`src/hdl/wdc_map.svh`:
```
// Register offsets, field positions, reset values and timing counts of the countdown watchdog
`ifndef WDC_MAP_SVH
`define WDC_MAP_SVH

// Control register
`define WDC_CTRL_ADDR 8'h2a
`define WDC_CTRL_RESET 8'h7f
`define WDC_ACT_BIT 7
`define WDC_TOP_BIT 6
`define WDC_ROLL_VALUE 7'h40
`define WDC_UNMAPPED_READ 8'h00

// Clock and time figures
`define WDC_CLK_PERIOD_NS 10
`define WDC_RESET_PULSE_NS 500
`define WDC_RESET_PULSE_CYCLES ((`WDC_RESET_PULSE_NS + `WDC_CLK_PERIOD_NS - 1) / `WDC_CLK_PERIOD_NS)

// Prescaler and wake delays in clock cycles
`define WDC_PRESCALE 16384
`define WDC_WAKE_SHORT 256
`define WDC_WAKE_LONG 4096

// Maximum timeout arithmetic, in oscillator periods
`define WDC_TMAX0 16384
`define WDC_TMAX_PER_COUNT 16384
`define WDC_TB_OFFSET 192
`define WDC_TB_STEP 64

// Timebase table, upper and lower constants per select value
`define WDC_TB0_MSB 8'd4
`define WDC_TB0_LSB 8'd59
`define WDC_TB1_MSB 8'd8
`define WDC_TB1_LSB 8'd53
`define WDC_TB2_MSB 8'd20
`define WDC_TB2_LSB 8'd35
`define WDC_TB3_MSB 8'd49
`define WDC_TB3_LSB 8'd54

`endif

```
`src/hdl/wdc_pkg.sv`:
```
// Types shared by the countdown watchdog files
`default_nettype none

package wdc_pkg;

    // Register port request, one cycle per access
    typedef struct packed {
        logic [7:0] addr;
        logic [7:0] wdata;
        logic wr;
        logic rd;
    } wdc_bus_req_t;

    // Operating state, one-hot
    typedef enum logic [4:0] {
        WDC_RUN = 5'b00001,
        WDC_HALTED = 5'b00010,
        WDC_ACTIVE_HALT = 5'b00100,
        WDC_WAKE_DELAY = 5'b01000,
        WDC_SPARE = 5'b10000
    } wdc_state_t;

endpackage : wdc_pkg

`default_nettype wire

```
`src/hdl/wdc_watchdog.sv`:
```
// Windowed countdown watchdog: control register, prescaler, halt handling and reset pulse
//
// How it works
// Maximum timeout: 16384 periods per count, timebase substitution beyond quarter of constant.
// Halt without timebase irq or halt reset: decrement once, then freeze.
// External interrupt wakes plain halt; counting resumes after 256 or 4096 clocks.
// Reset ending halt returns control to reset state, with or without hardware option.
// Halt with halt reset option and timebase irq clear makes a chip reset.
// Halt with timebase irq set freezes counter; any interrupt restarts at once.
// Reset ending active halt resumes counting after 256 or 4096 clocks.
// Hardware option keeps the watchdog active and ignores the activation bit.
// Activation bit set by software, cleared only by reset, enables resets.
// Counter decrements every prescaler period; reset when it rolls 40h to 3Fh.
// Control register resets to 7Fh.
// Software should reload the counter before halting with the watchdog on.
// Firing drives the reset pin low for 500 ns.
// Writing activation set with top bit clear gives an immediate reset.
// Prescaler runs free, untouched by register writes.
// No interrupt output; only a reset request leaves the block.
`default_nettype none

`include "wdc_map.svh"

module wdc_watchdog #(
    parameter int PRESCALE = `WDC_PRESCALE,
    parameter int WAKE_SHORT = `WDC_WAKE_SHORT,
    parameter int WAKE_LONG = `WDC_WAKE_LONG
) (
    input wire logic sys_clk_in,
    input wire logic rst_n_in,
    input wire wdc_pkg::wdc_bus_req_t bus_req_in,
    output logic [7:0] reg_rdata_out,
    input wire logic hw_watchdog_opt_in,
    input wire logic halt_reset_option_in,
    input wire logic timebase_irq_enable_in,
    input wire logic [1:0] timebase_select_in,
    input wire logic halt_instr_in,
    input wire logic ext_irq_in,
    input wire logic osc_irq_in,
    input wire logic wake_reset_in,
    input wire logic wake_long_in,
    output logic chip_reset_n_out,
    output logic [4:0] wdg_state_out,
    output logic [23:0] timeout_max_out
);

    localparam int PULSE_CYCLES = `WDC_RESET_PULSE_CYCLES;
    // First delay cycle plus the timer's load and done flops
    localparam int WAKE_SHORT_WAIT = WAKE_SHORT + 1;

    logic rst_meta_reg;
    logic rst_sync_reg;
    logic rst_n;
    logic [13:0] presc_reg;
    logic tick;
    logic activation_bit_reg;
    logic [6:0] count_reg;
    wdc_pkg::wdc_state_t state_reg;
    wdc_pkg::wdc_state_t state_next;
    logic [5:0] pulse_cnt_reg;
    logic chip_reset_n_reg;
    logic [7:0] rdata_reg;
    logic [23:0] tmax_reg;
    logic enabled;
    logic ctrl_wr;
    logic fire;
    logic delay_start;
    logic delay_done;
    logic halt_plain;
    logic halt_to_reset;
    logic halt_active;

    // Reset release through two flops; only the second one is used
    always_ff @(posedge sys_clk_in or negedge rst_n_in) begin
        if (!rst_n_in) begin
            rst_meta_reg <= 1'b0;
            rst_sync_reg <= 1'b0;
        end else begin
            rst_meta_reg <= 1'b1;
            rst_sync_reg <= rst_meta_reg;
        end
    end
    assign rst_n = rst_sync_reg;

    // Free-running prescaler; writes never restart it, so first step is uncertain
    always_ff @(posedge sys_clk_in or negedge rst_n) begin
        if (!rst_n) begin
            presc_reg <= 14'h0000;
        end else if (presc_reg == 14'(PRESCALE - 1)) begin
            presc_reg <= 14'h0000;
        end else begin
            presc_reg <= presc_reg + 14'h0001;
        end
    end
    assign tick = (presc_reg == 14'(PRESCALE - 1));

    // Decode and the conditions that drive the state machine
    assign enabled = activation_bit_reg | hw_watchdog_opt_in;
    assign ctrl_wr = bus_req_in.wr && (bus_req_in.addr == `WDC_CTRL_ADDR);
    assign halt_plain = (state_reg == wdc_pkg::WDC_RUN) && halt_instr_in && !timebase_irq_enable_in
        && !halt_reset_option_in;
    assign halt_to_reset = (state_reg == wdc_pkg::WDC_RUN) && halt_instr_in && !timebase_irq_enable_in
        && halt_reset_option_in;
    assign halt_active = (state_reg == wdc_pkg::WDC_RUN) && halt_instr_in && timebase_irq_enable_in;

    // Reset request sources; a pulse already running absorbs new ones
    always_comb begin
        fire = 1'b0;
        if (!wake_reset_in && enabled) begin
            if ((state_reg == wdc_pkg::WDC_RUN) && tick && !ctrl_wr && (count_reg == `WDC_ROLL_VALUE)) begin
                fire = 1'b1;
            end else if (halt_to_reset) begin
                fire = 1'b1;
            end
        end
        if (ctrl_wr && !wake_reset_in && bus_req_in.wdata[`WDC_ACT_BIT] && !bus_req_in.wdata[`WDC_TOP_BIT]) begin
            fire = 1'b1;
        end
    end

    // Operating state transitions
    always_comb begin
        state_next = state_reg;
        delay_start = 1'b0;
        case (state_reg)
            wdc_pkg::WDC_RUN: begin
                if (halt_plain) begin
                    state_next = wdc_pkg::WDC_HALTED;
                end else if (halt_active) begin
                    state_next = wdc_pkg::WDC_ACTIVE_HALT;
                end
            end
            wdc_pkg::WDC_HALTED: begin
                if (wake_reset_in) begin
                    state_next = wdc_pkg::WDC_RUN;
                end else if (ext_irq_in) begin
                    state_next = wdc_pkg::WDC_WAKE_DELAY;
                    delay_start = 1'b1;
                end
            end
            wdc_pkg::WDC_ACTIVE_HALT: begin
                if (wake_reset_in) begin
                    state_next = wdc_pkg::WDC_WAKE_DELAY;
                    delay_start = 1'b1;
                end else if (osc_irq_in || ext_irq_in) begin
                    state_next = wdc_pkg::WDC_RUN;
                end
            end
            wdc_pkg::WDC_WAKE_DELAY: begin
                if (delay_done) begin
                    state_next = wdc_pkg::WDC_RUN;
                end
            end
            default: begin
                state_next = wdc_pkg::WDC_RUN;
            end
        endcase
    end

    // State register
    always_ff @(posedge sys_clk_in or negedge rst_n) begin
        if (!rst_n) begin
            state_reg <= wdc_pkg::WDC_RUN;
        end else begin
            state_reg <= state_next;
        end
    end

    // Restart delay after a wake from halt or active halt
    wdc_delay_timer #(
        .SHORT_CYCLES(WAKE_SHORT),
        .LONG_CYCLES(WAKE_LONG)
    ) u_delay (
        .sys_clk_in(sys_clk_in),
        .rst_n_in(rst_n),
        .start_in(delay_start),
        .long_in(wake_long_in),
        .done_out(delay_done)
    );

    // Activation bit: software can only set it, a reset clears it
    always_ff @(posedge sys_clk_in or negedge rst_n) begin
        if (!rst_n) begin
            activation_bit_reg <= 1'b0;
        end else if (wake_reset_in && (state_reg != wdc_pkg::WDC_RUN)) begin
            activation_bit_reg <= 1'b0;
        end else if (ctrl_wr && bus_req_in.wdata[`WDC_ACT_BIT]) begin
            activation_bit_reg <= 1'b1;
        end
    end

    // Counter: a write wins over a prescaler step in the same cycle
    always_ff @(posedge sys_clk_in or negedge rst_n) begin
        if (!rst_n) begin
            count_reg <= 7'(`WDC_CTRL_RESET);
        end else if (wake_reset_in && (state_reg != wdc_pkg::WDC_RUN)) begin
            count_reg <= 7'(`WDC_CTRL_RESET);
        end else if (ctrl_wr) begin
            count_reg <= bus_req_in.wdata[6:0];
        end else if (halt_plain) begin
            count_reg <= count_reg - 7'h01;
        end else if ((state_reg == wdc_pkg::WDC_RUN) && tick) begin
            count_reg <= count_reg - 7'h01;
        end
    end

    // Reset pulse toward the reset generator, the only outgoing request
    always_ff @(posedge sys_clk_in or negedge rst_n) begin
        if (!rst_n) begin
            pulse_cnt_reg <= 6'h00;
            chip_reset_n_reg <= 1'b1;
        end else if (fire && (pulse_cnt_reg == 6'h00)) begin
            pulse_cnt_reg <= 6'(PULSE_CYCLES);
            chip_reset_n_reg <= 1'b0;
        end else if (pulse_cnt_reg != 6'h00) begin
            pulse_cnt_reg <= pulse_cnt_reg - 6'h01;
            chip_reset_n_reg <= (pulse_cnt_reg == 6'h01);
        end
    end

    // Read data stands only in the cycle after the strobe
    always_ff @(posedge sys_clk_in or negedge rst_n) begin
        if (!rst_n) begin
            rdata_reg <= 8'h00;
        end else if (bus_req_in.rd && (bus_req_in.addr == `WDC_CTRL_ADDR)) begin
            rdata_reg <= {activation_bit_reg, count_reg};
        end else begin
            rdata_reg <= `WDC_UNMAPPED_READ;
        end
    end

    // Maximum timeout for the loaded count; divisions truncate
    function automatic logic [23:0] max_timeout(input logic [5:0] cnt, input logic [1:0] tb);
        logic [7:0] msb;
        logic [7:0] lsb;
        logic [7:0] q;
        logic [23:0] t;
        msb = `WDC_TB0_MSB;
        lsb = `WDC_TB0_LSB;
        if (tb == 2'h1) begin
            msb = `WDC_TB1_MSB;
            lsb = `WDC_TB1_LSB;
        end else if (tb == 2'h2) begin
            msb = `WDC_TB2_MSB;
            lsb = `WDC_TB2_LSB;
        end else if (tb == 2'h3) begin
            msb = `WDC_TB3_MSB;
            lsb = `WDC_TB3_LSB;
        end
        q = {cnt, 2'b00} / msb;
        if ({2'b00, cnt} <= (msb >> 2)) begin
            t = 24'(`WDC_TMAX0) + 24'(24'(`WDC_TMAX_PER_COUNT) * {18'h0, cnt});
        end else begin
            t = 24'(`WDC_TMAX0) + 24'(24'(`WDC_TMAX_PER_COUNT) * {18'h0, 6'(cnt - q[5:0])})
                + 24'((24'(`WDC_TB_OFFSET) + {16'h0, lsb}) * 24'(`WDC_TB_STEP) * {16'h0, q});
        end
        return t;
    endfunction : max_timeout

    // Timeout figure kept in a flop so software-facing logic sees it cleanly
    always_ff @(posedge sys_clk_in or negedge rst_n) begin
        if (!rst_n) begin
            tmax_reg <= 24'h000000;
        end else begin
            tmax_reg <= max_timeout(count_reg[5:0], timebase_select_in);
        end
    end

    assign reg_rdata_out = rdata_reg;
    assign chip_reset_n_out = chip_reset_n_reg;
    assign wdg_state_out = state_reg;
    assign timeout_max_out = tmax_reg;

    // Checks kept beside the logic they guard
    a_rollover_fires: assert property (@(posedge sys_clk_in) disable iff (!rst_n)
        (state_reg == wdc_pkg::WDC_RUN) && tick && enabled && !ctrl_wr && !wake_reset_in
        && (count_reg == `WDC_ROLL_VALUE) && (pulse_cnt_reg == 6'h00) |=> !chip_reset_n_out)
        else $error("rollover did not start a reset pulse");

    a_pulse_width: assert property (@(posedge sys_clk_in) disable iff (!rst_n)
        $fell(chip_reset_n_out) |-> !chip_reset_n_out [*8] ##42 !chip_reset_n_out ##1 chip_reset_n_out)
        else $error("reset pulse not fifty cycles long");

    a_soft_reset: assert property (@(posedge sys_clk_in) disable iff (!rst_n)
        ctrl_wr && !wake_reset_in && bus_req_in.wdata[7] && !bus_req_in.wdata[6] && (pulse_cnt_reg == 6'h00)
        |=> !chip_reset_n_out)
        else $error("software reset write ignored");

    a_halt_reset: assert property (@(posedge sys_clk_in) disable iff (!rst_n)
        halt_to_reset && enabled && !wake_reset_in && (pulse_cnt_reg == 6'h00)
        |=> !chip_reset_n_out && (state_reg == wdc_pkg::WDC_RUN))
        else $error("halt with reset option did not reset");

    a_halt_frozen: assert property (@(posedge sys_clk_in) disable iff (!rst_n)
        (state_reg == wdc_pkg::WDC_HALTED) && !ctrl_wr && !wake_reset_in
        && (pulse_cnt_reg == 6'h00) |=> $stable(count_reg) && chip_reset_n_out)
        else $error("counter moved or reset during halt");

    a_active_resume: assert property (@(posedge sys_clk_in) disable iff (!rst_n)
        (state_reg == wdc_pkg::WDC_ACTIVE_HALT) && !wake_reset_in && (osc_irq_in || ext_irq_in)
        |=> (state_reg == wdc_pkg::WDC_RUN))
        else $error("active halt did not resume at once");

    a_short_wake: assert property (@(posedge sys_clk_in) disable iff (!rst_n)
        $rose(state_reg == wdc_pkg::WDC_WAKE_DELAY) && !$past(wake_long_in)
        |-> ##WAKE_SHORT_WAIT (state_reg == wdc_pkg::WDC_RUN))
        else $error("short wake delay wrong");

    a_act_sticky: assert property (@(posedge sys_clk_in) disable iff (!rst_n)
        activation_bit_reg && !wake_reset_in |=> activation_bit_reg)
        else $error("activation bit cleared without reset");

    a_halt_reset_state: assert property (@(posedge sys_clk_in) disable iff (!rst_n)
        wake_reset_in && (state_reg == wdc_pkg::WDC_HALTED)
        |=> (state_reg == wdc_pkg::WDC_RUN) && ({activation_bit_reg, count_reg} == `WDC_CTRL_RESET))
        else $error("reset from halt did not restore reset state");

endmodule : wdc_watchdog

`default_nettype wire

```
`src/hdl/wdc_delay_timer.sv`:
```
// Restart delay timer used before the watchdog counts again after a wake
`default_nettype none

`include "wdc_map.svh"

module wdc_delay_timer #(
    parameter int SHORT_CYCLES = `WDC_WAKE_SHORT,
    parameter int LONG_CYCLES = `WDC_WAKE_LONG
) (
    input wire logic sys_clk_in,
    input wire logic rst_n_in,
    input wire logic start_in,
    input wire logic long_in,
    output logic done_out
);

    logic [12:0] cnt_reg;
    logic done_reg;

    // Load on start, count down, one-cycle done when the count expires
    always_ff @(posedge sys_clk_in or negedge rst_n_in) begin
        if (!rst_n_in) begin
            cnt_reg <= 13'h0000;
            done_reg <= 1'b0;
        end else if (start_in) begin
            cnt_reg <= long_in ? 13'(LONG_CYCLES) : 13'(SHORT_CYCLES);
            done_reg <= 1'b0;
        end else if (cnt_reg == 13'h0001) begin
            cnt_reg <= 13'h0000;
            done_reg <= 1'b1;
        end else if (cnt_reg != 13'h0000) begin
            cnt_reg <= cnt_reg - 13'h0001;
            done_reg <= 1'b0;
        end else begin
            done_reg <= 1'b0;
        end
    end

    assign done_out = done_reg;

endmodule : wdc_delay_timer

`default_nettype wire

```
`config.mk`:
```
export PLATFORM = sky130hd
export DESIGN_NAME = wdc_watchdog
export DESIGN_NICKNAME = d
export VERILOG_FILES = /design/src/hdl/wdc_pkg.sv /design/src/hdl/wdc_watchdog.sv /design/src/hdl/wdc_delay_timer.sv
export VERILOG_INCLUDE_DIRS = /design/src /design/src/hdl
export SDC_FILE = /design/constraint.sdc
export NUM_CORES = 1
export LEC_CHECK = 0
export BUFFER_PORTS_ARGS = -buffer_cell sky130_fd_sc_hd__buf_2
export CAP_MARGIN = 5
export CORE_MARGIN = 8
export CORE_UTILIZATION = 50
export DETAILED_ROUTE_END_ITERATION = 7
export PLACE_DENSITY = 0.69
export SLEW_MARGIN = 20
export SYNTH_ARGS = -nofsm -noshare
export SYNTH_HDL_FRONTEND = slang
export SYNTH_HIERARCHICAL = 1
export SYNTH_SLANG_ARGS = --single-unit
```
`constraint.sdc`:
```
create_clock -name sys_clk_in -period 5.1 [get_ports sys_clk_in]
set_input_delay 0.255 -clock sys_clk_in [delete_from_list [all_inputs] [get_ports sys_clk_in]]
set_output_delay 0.255 -clock sys_clk_in [all_outputs]
set_load 0.01 [all_outputs]
```
# Yosys cells after proc, flatten, opt, wreduce, memory -nomap -nowiden
# Cells that the tools add are included.
[totals]
latchBits = 0
rom_bits = 0
register_bits = 82
word_cells = 114
ram_bits = 0
memories = 0
inputBits = 30
[op_classes]
muxes = 41
order_cmp = 1
reduce_logical = 31
div_mod_pow = 1
n_addsub = 9
bitwise_logic = 1
shifts = 0
eq_ne = 17
mul = 1
[op_table]
columns = ["operator", "n"]
rows = [
  ["two-way mux 13 bit", 4],
  ["two-way mux 5 bit", 9],
  ["adder 15 x 20 -> 21 bit, first input constant", 2],
  ["two-way mux 6 bit", 5],
  ["two-way mux 7 bit", 4],
  ["adder 21 x 23 -> 24 bit", 1],
  ["two-way mux 24 bit", 1],
  ["one-hot mux 5 bit (4 select lines)", 1],
  ["logical AND 1 bit", 17],
  ["multiplier 9 x 8 -> 17 bit", 1],
  ["adder 14 x 1 -> 14 bit, second input constant", 1],
  ["== test 14 bit, second input constant", 1],
  ["two-way mux 14 bit", 1],
  ["== test 13 x 1 -> 1 bit, second input constant", 1],
  ["two-way mux 1 bit", 13],
  ["nonzero test 13 bit", 1],
  ["subtractor 13 x 1 -> 13 bit, second input constant", 1],
  ["adder 8 x 8 -> 9 bit, first input constant", 1],
  ["inequality test 3 bit, second input constant", 3],
  ["divider 8 x 8 -> 8 bit", 1],
  ["== test 8 x 6 -> 1 bit, second input constant", 1],
  ["two-way mux 8 bit", 1],
  ["== test 7 bit, second input constant", 1],
  ["subtractor 7 x 1 -> 7 bit, second input constant", 1],
  ["other kinds (23)", 29],
]

# Longest topological paths before layout
[logic_depth]
depth_word = 10
mapped_depth = 72
depth_no_buf = 69

# Cells and area by module
# Netlist, hierarchy kept.
[by_module_without_submodules]
columns = ["module", "n_inst", "seq_area_each_um2", "area_per_inst_um2", "cells_each"]
rows = [
  ["wdc_watchdog", 1, 1537.7, 6839.1, 757],
  ["wdc_delay_timer", 1, 350.3, 802.0, 88],
]

# Worst setup path after synthesis
# Ideal clock, no wire load.
[synth_path]
path_kind = "input to register"
startpoint = "in timebase_select_in[1]"
endpoint = "reg tmax_reg[21] (netlist: timeout_max_out[21])"
arrival_ns = 14.416
t_required_ns = 4.969
slack_ns = -9.447
path_buffers = 3
stages = 67
cell_sequence = "buf_1 -> nand2_1 -> ha_1 -> nor4_1 -> nor3_4 -> inv_2 -> nor3_1 -> xor2_1 -> ha_1 -> o31ai_1 -> nor2_1 -> o21ai_0 -> a21oi_1 -> mux2_2 -> ha_1 -> and3_1 -> nand3_1 -> a21oi_1 -> [... 31 more ...] -> inv_1 -> fa_1 -> inv_1 -> fa_1 -> a21o_1 -> a21oi_1 -> o21bai_1 -> a21o_1 -> xor2_1 -> ha_1 -> ha_1 -> fa_1 -> a21o_1 -> a21o_1 -> a21o_1 -> a21oi_1 -> xnor2_1 -> nor2_1"
[synth_between]
elab_chain_len = 9
[synth_lines]
columns = ["element", "line_no", "source"]
rows = [
  ["start, declared", "wdc_watchdog.sv:36", "input wire logic [1:0] timebase_select_in,"],
  ["== test 2 bit", "wdc_watchdog.sv:246", "end else if (tb == 2'h3) begin"],
  ["two-way mux 6 bit", "wdc_watchdog.sv:246", ""],
  ["two-way mux 6 bit", "wdc_watchdog.sv:243", "end else if (tb == 2'h2) begin"],
  ["two-way mux 6 bit", "wdc_watchdog.sv:240", "if (tb == 2'h1) begin"],
  ["divider 8 x 8 -> 8 bit", "wdc_watchdog.sv:250", "q = {cnt, 2'b00} / msb;"],
  ["subtractor 6 bit", "wdc_watchdog.sv:254", "t = 24'(`WDC_TMAX0) + 24'(24'(`WDC_TMAX_PER_COUNT) * {18'h0, 6'(cnt - q[5:0])})"],
  ["adder 15 x 20 -> 21 bit", "wdc_watchdog.sv:254", ""],
  ["adder 21 x 23 -> 24 bit", "wdc_watchdog.sv:254", ""],
  ["two-way mux 24 bit (*)", "wdc_watchdog.sv:251", "if ({2'b00, cnt} <= (msb >> 2)) begin"],
  ["end signal, assigned", "wdc_watchdog.sv:265", "tmax_reg <= max_timeout(count_reg[5:0], timebase_select_in);"],
  ["end, declared", "wdc_watchdog.sv:63", "logic [23:0] tmax_reg;"],
]
# Mark *: on every way between the ends. The rest lies on a longest branch, timed or not.
# A chain may end at the register's enable or synchronous reset.

# Worst setup path after layout
[layout_path]
startpoint = "reg count_reg[3]"
endpoint = "reg tmax_reg[20] (netlist: timeout_max_out[20])"
[layout_between]
elab_chain_len = 5
[layout_lines]
columns = ["element", "line_no", "source"]
rows = [
  ["start, declared", "wdc_watchdog.sv:57", "logic [6:0] count_reg;"],
  ["start signal, assigned", "wdc_watchdog.sv:195", "count_reg <= 7'(`WDC_CTRL_RESET);"],
  ["start signal, assigned", "wdc_watchdog.sv:197", "count_reg <= 7'(`WDC_CTRL_RESET);"],
  ["start signal, assigned", "wdc_watchdog.sv:199", "count_reg <= bus_req_in.wdata[6:0];"],
  ["divider 8 x 8 -> 8 bit", "wdc_watchdog.sv:250", ""],
  ["subtractor 6 bit", "wdc_watchdog.sv:254", ""],
  ["adder 15 x 20 -> 21 bit", "wdc_watchdog.sv:254", ""],
  ["adder 21 x 23 -> 24 bit", "wdc_watchdog.sv:254", ""],
  ["two-way mux 24 bit (*)", "wdc_watchdog.sv:251", ""],
]
# Marks and branches as above.

==> impl_metrics.yaml <==
die:
  die_area_sq_um: 19500
  die_x_um: 140
  io_pins: 68
  rows: 45
  die_height_um: 140
  initial_core_util_pct: 50.6
  core_area_sq_um: 15100
job:
  maxCapViolCount: 0
clocking:
  clock_sinks: 75
  clk_pin_slew_ns: 0.07
  htreeDepth: 3
  clk_latency_ns: 0.34
  clockBufferDepth: 2
  root_buffer: "clkbuf_16"
  cts_buffers: 9
  tritoncts: "done"
sta:
  max_slew_margin_pct: 26.3
  fin_tns_setup_ns: -93.44
  skew_ns: 0.0121
  rsz0062_at_grt: "yes"
  timing.final.crit_share_pct: 244
  drv_slew: 0
  finalSetupViolCount: 16
  min_period_ns: 12.46
  tightest_slew_ns: 1.10
  hold_viol: 0
  setup_slack_ns: -7.36
  max_freq_mhz: 80.3
yosys:
  syn_area_sq_um: 7640
  synth_area_leader_cell: "dfrtp_1"
  yosysUniqueCellTypes: 87
  yosys_warnings: 6
  synth_ff_type: "dfrtp_1"
  synth_edf_count: 0
  synthArstFlopShare_pct: 100
  yosys.cell_count.top_type: "ha_1"
  synth_common_cells: "ha_1, inv_1, nor2_1, dfrtp_1, nand2_1"
  synthCells: 845
  yosys.area.top_type_share_pct: 21.6
  synth_area_leaders: "dfrtp_1, ha_1, fa_1, inv_1, xnor2_1"
  avgSynthCellArea_sq_um: 9.04
  yosys_register_bits: 75
  yosysSeqAreaShare_pct: 24.7
setup_path:
  worst_ep_required_time_ns: 5.28
  cpMostUsedCell: "a21o_1"
  crit_path_start_kind: "flip-flop"
  crit_type: "reg -> reg"
  path_buf_inv: 5
  path_max_fanout: 6
  crit_path_end_kind: "flip-flop"
  cpMaxStageDelayCell: "dfstp_2"
  crit_arrival_ns: 12.63
  critical-path-max-stage-delay_ns: 0.56
  crit_family: "compound AO/OA/AOI/OAI gates"
grt:
  grt_start_max_net_pins: 74
  antenna_found_initial: 0
  grt-ovfl-total: 0
  grt_busiest_layer: "met2"
  grt_use_total_pct: 21.5
  met1_usage_pct: 25.2
  grt_first_pass_wirelength_um: 34400
  use_met2_pct: 38.9
  grt_pass1_vias: 7320
  grt.met3_usage_pct: 3.45
finish:
  n_fill_cell: 1194
  largest_reg_flops: 18
  syn2layout_area_growth_pct: 35.7
  antenna_cells: 0
  multi_input_area_sq_um: 5810
  drive_above_1_share_pct: 34.4
  nets: 1269
  register_area_sq_um: 1890
routing:
  vias_per_cell: 5.39
  vias: 6996
  first_iter_violations: 334
  wirelength_um: 20400
  drt.antenna.violating_nets: 0
  drc_errors: 0
  wire_per_inst_um: 15.7
  drt_first_pass_iters: 5
place:
  place_ws_ns: -7.37
  hpwlAfterDp_um: 15400
  numPortBuffers: 60
  gp_congestion: 0.885
hold_path:
  holdCritPathClass: "in -> reg"
outcome:
  outcome: "finished with violations"
  violations: "setup timing"
## logic make-up after synthesis
kind of cell / after synthesis / share of synthesized area [%]
flops: 75 / 24.7
simple gates: 267 / 18.2
mux: 12 / 1.69
fa+ha+maj: 133 / 25.5
buf+inv: 118 / 6.70
compound gates: 181 / 16.5
xor+xnor: 57 / 6.53
other cells: 2 / 0.0983
## layout by cell type, fill, tap and decap left out, types with 30 or more instances in the layout
cell type	n
fa_1	36
a21oi_1	31
xnor2_1	32
dfrtp_1	65
nor2_1	68
inv_1	81
buf_4	177
conb_1	30
nand2_1	48
ha_1	79
buf_2	60
o21ai_0	36
## final timing paths
| kind | slack [ns] | endpoint | depth (start not counted) | from |
|---|---|---|---|---|
| min reg2reg | 0.35 | rst_n$_DFF_PN0_ | 0 | rst_meta_reg$_DFF_PN0_ |
| min in group asynchronous | 0.22 | rst_n$_DFF_PN0_ | 2 | rst_n_in |
| max | -7.36 | timeout_max_out[20]$_DFF_PN0_ | 65 | count_reg[3]$_DFFE_PN1P_ |
| min | 0.16 | u_delay/cnt_reg[12]$_DFFE_PN0P_ | 3 | wake_long_in |
| max reg2reg | -7.36 | timeout_max_out[20]$_DFF_PN0_ | 65 | count_reg[3]$_DFFE_PN1P_ |
| max in group asynchronous | 3.98 | presc_reg[12]$_DFF_PN0_ | 0 | rst_n$_DFF_PN0_ |
## per-layer routing
layer | up-vias | part of all wire (%)
li1 | 3441 | -
met1 | 3380 | 43
met2 | 128 | 51
met3 | 47 | 3.8
met4 | 0 | 2.8
met5 | - | 0
## through the flow
stage / area [sq um] / hold slack, ns / utilization (%) / instances
floorplan: 8080 / -0.0406 / - / 873
global placement: 9610 / 0.0410 / 63.7 / 1250
detailed placement: 9610 / 0.0441 / 63.7 / 1250
CTS: 10300 / 0.157 / 68.2 / 1295
global route: 10400 / 0.160 / 68.7 / 1299
finish: 10400 / 0.161 / 68.7 / 1299
## worst register-to-register path: cells and delay by family (launching register included)
| kind | cells | cell delay [ns] |
|---|---|---|
| buffers and inverters | 5 | 0.33 |
| AOI/OAI and AO/OA | 27 | 3.99 |
| and+or+nand+nor | 16 | 2.43 |
| xor gates and xnor gates | 2 | 0.32 |
| DFF | 1 | 0.56 |
| adders and majority gates | 12 | 3.78 |
| muxes | 3 | 0.89 |
## repair_timing
item	4_1_cts	5_1_grt
pin swaps	15	6
gates resized for setup	31	10
hold buffers	1	0
setup endpoints to repair	16	16
setup buffers	29	4
hold endpoints to repair	2	0
## layout make-up
type	count	area share (%)
Tap cell	188	2.27
Sequential cell	75	18.2
Clock buffer	9	2.17
Inverter	89	3.29
Timing Repair Buffer	251	17.2
Multi-Input combinational cell	680	56.0
Clock inverter	7	0.772
Power is left out: the tool's default activity adds up to more than one toggle a clock period on the data nets, which glitch-free logic cannot reach.
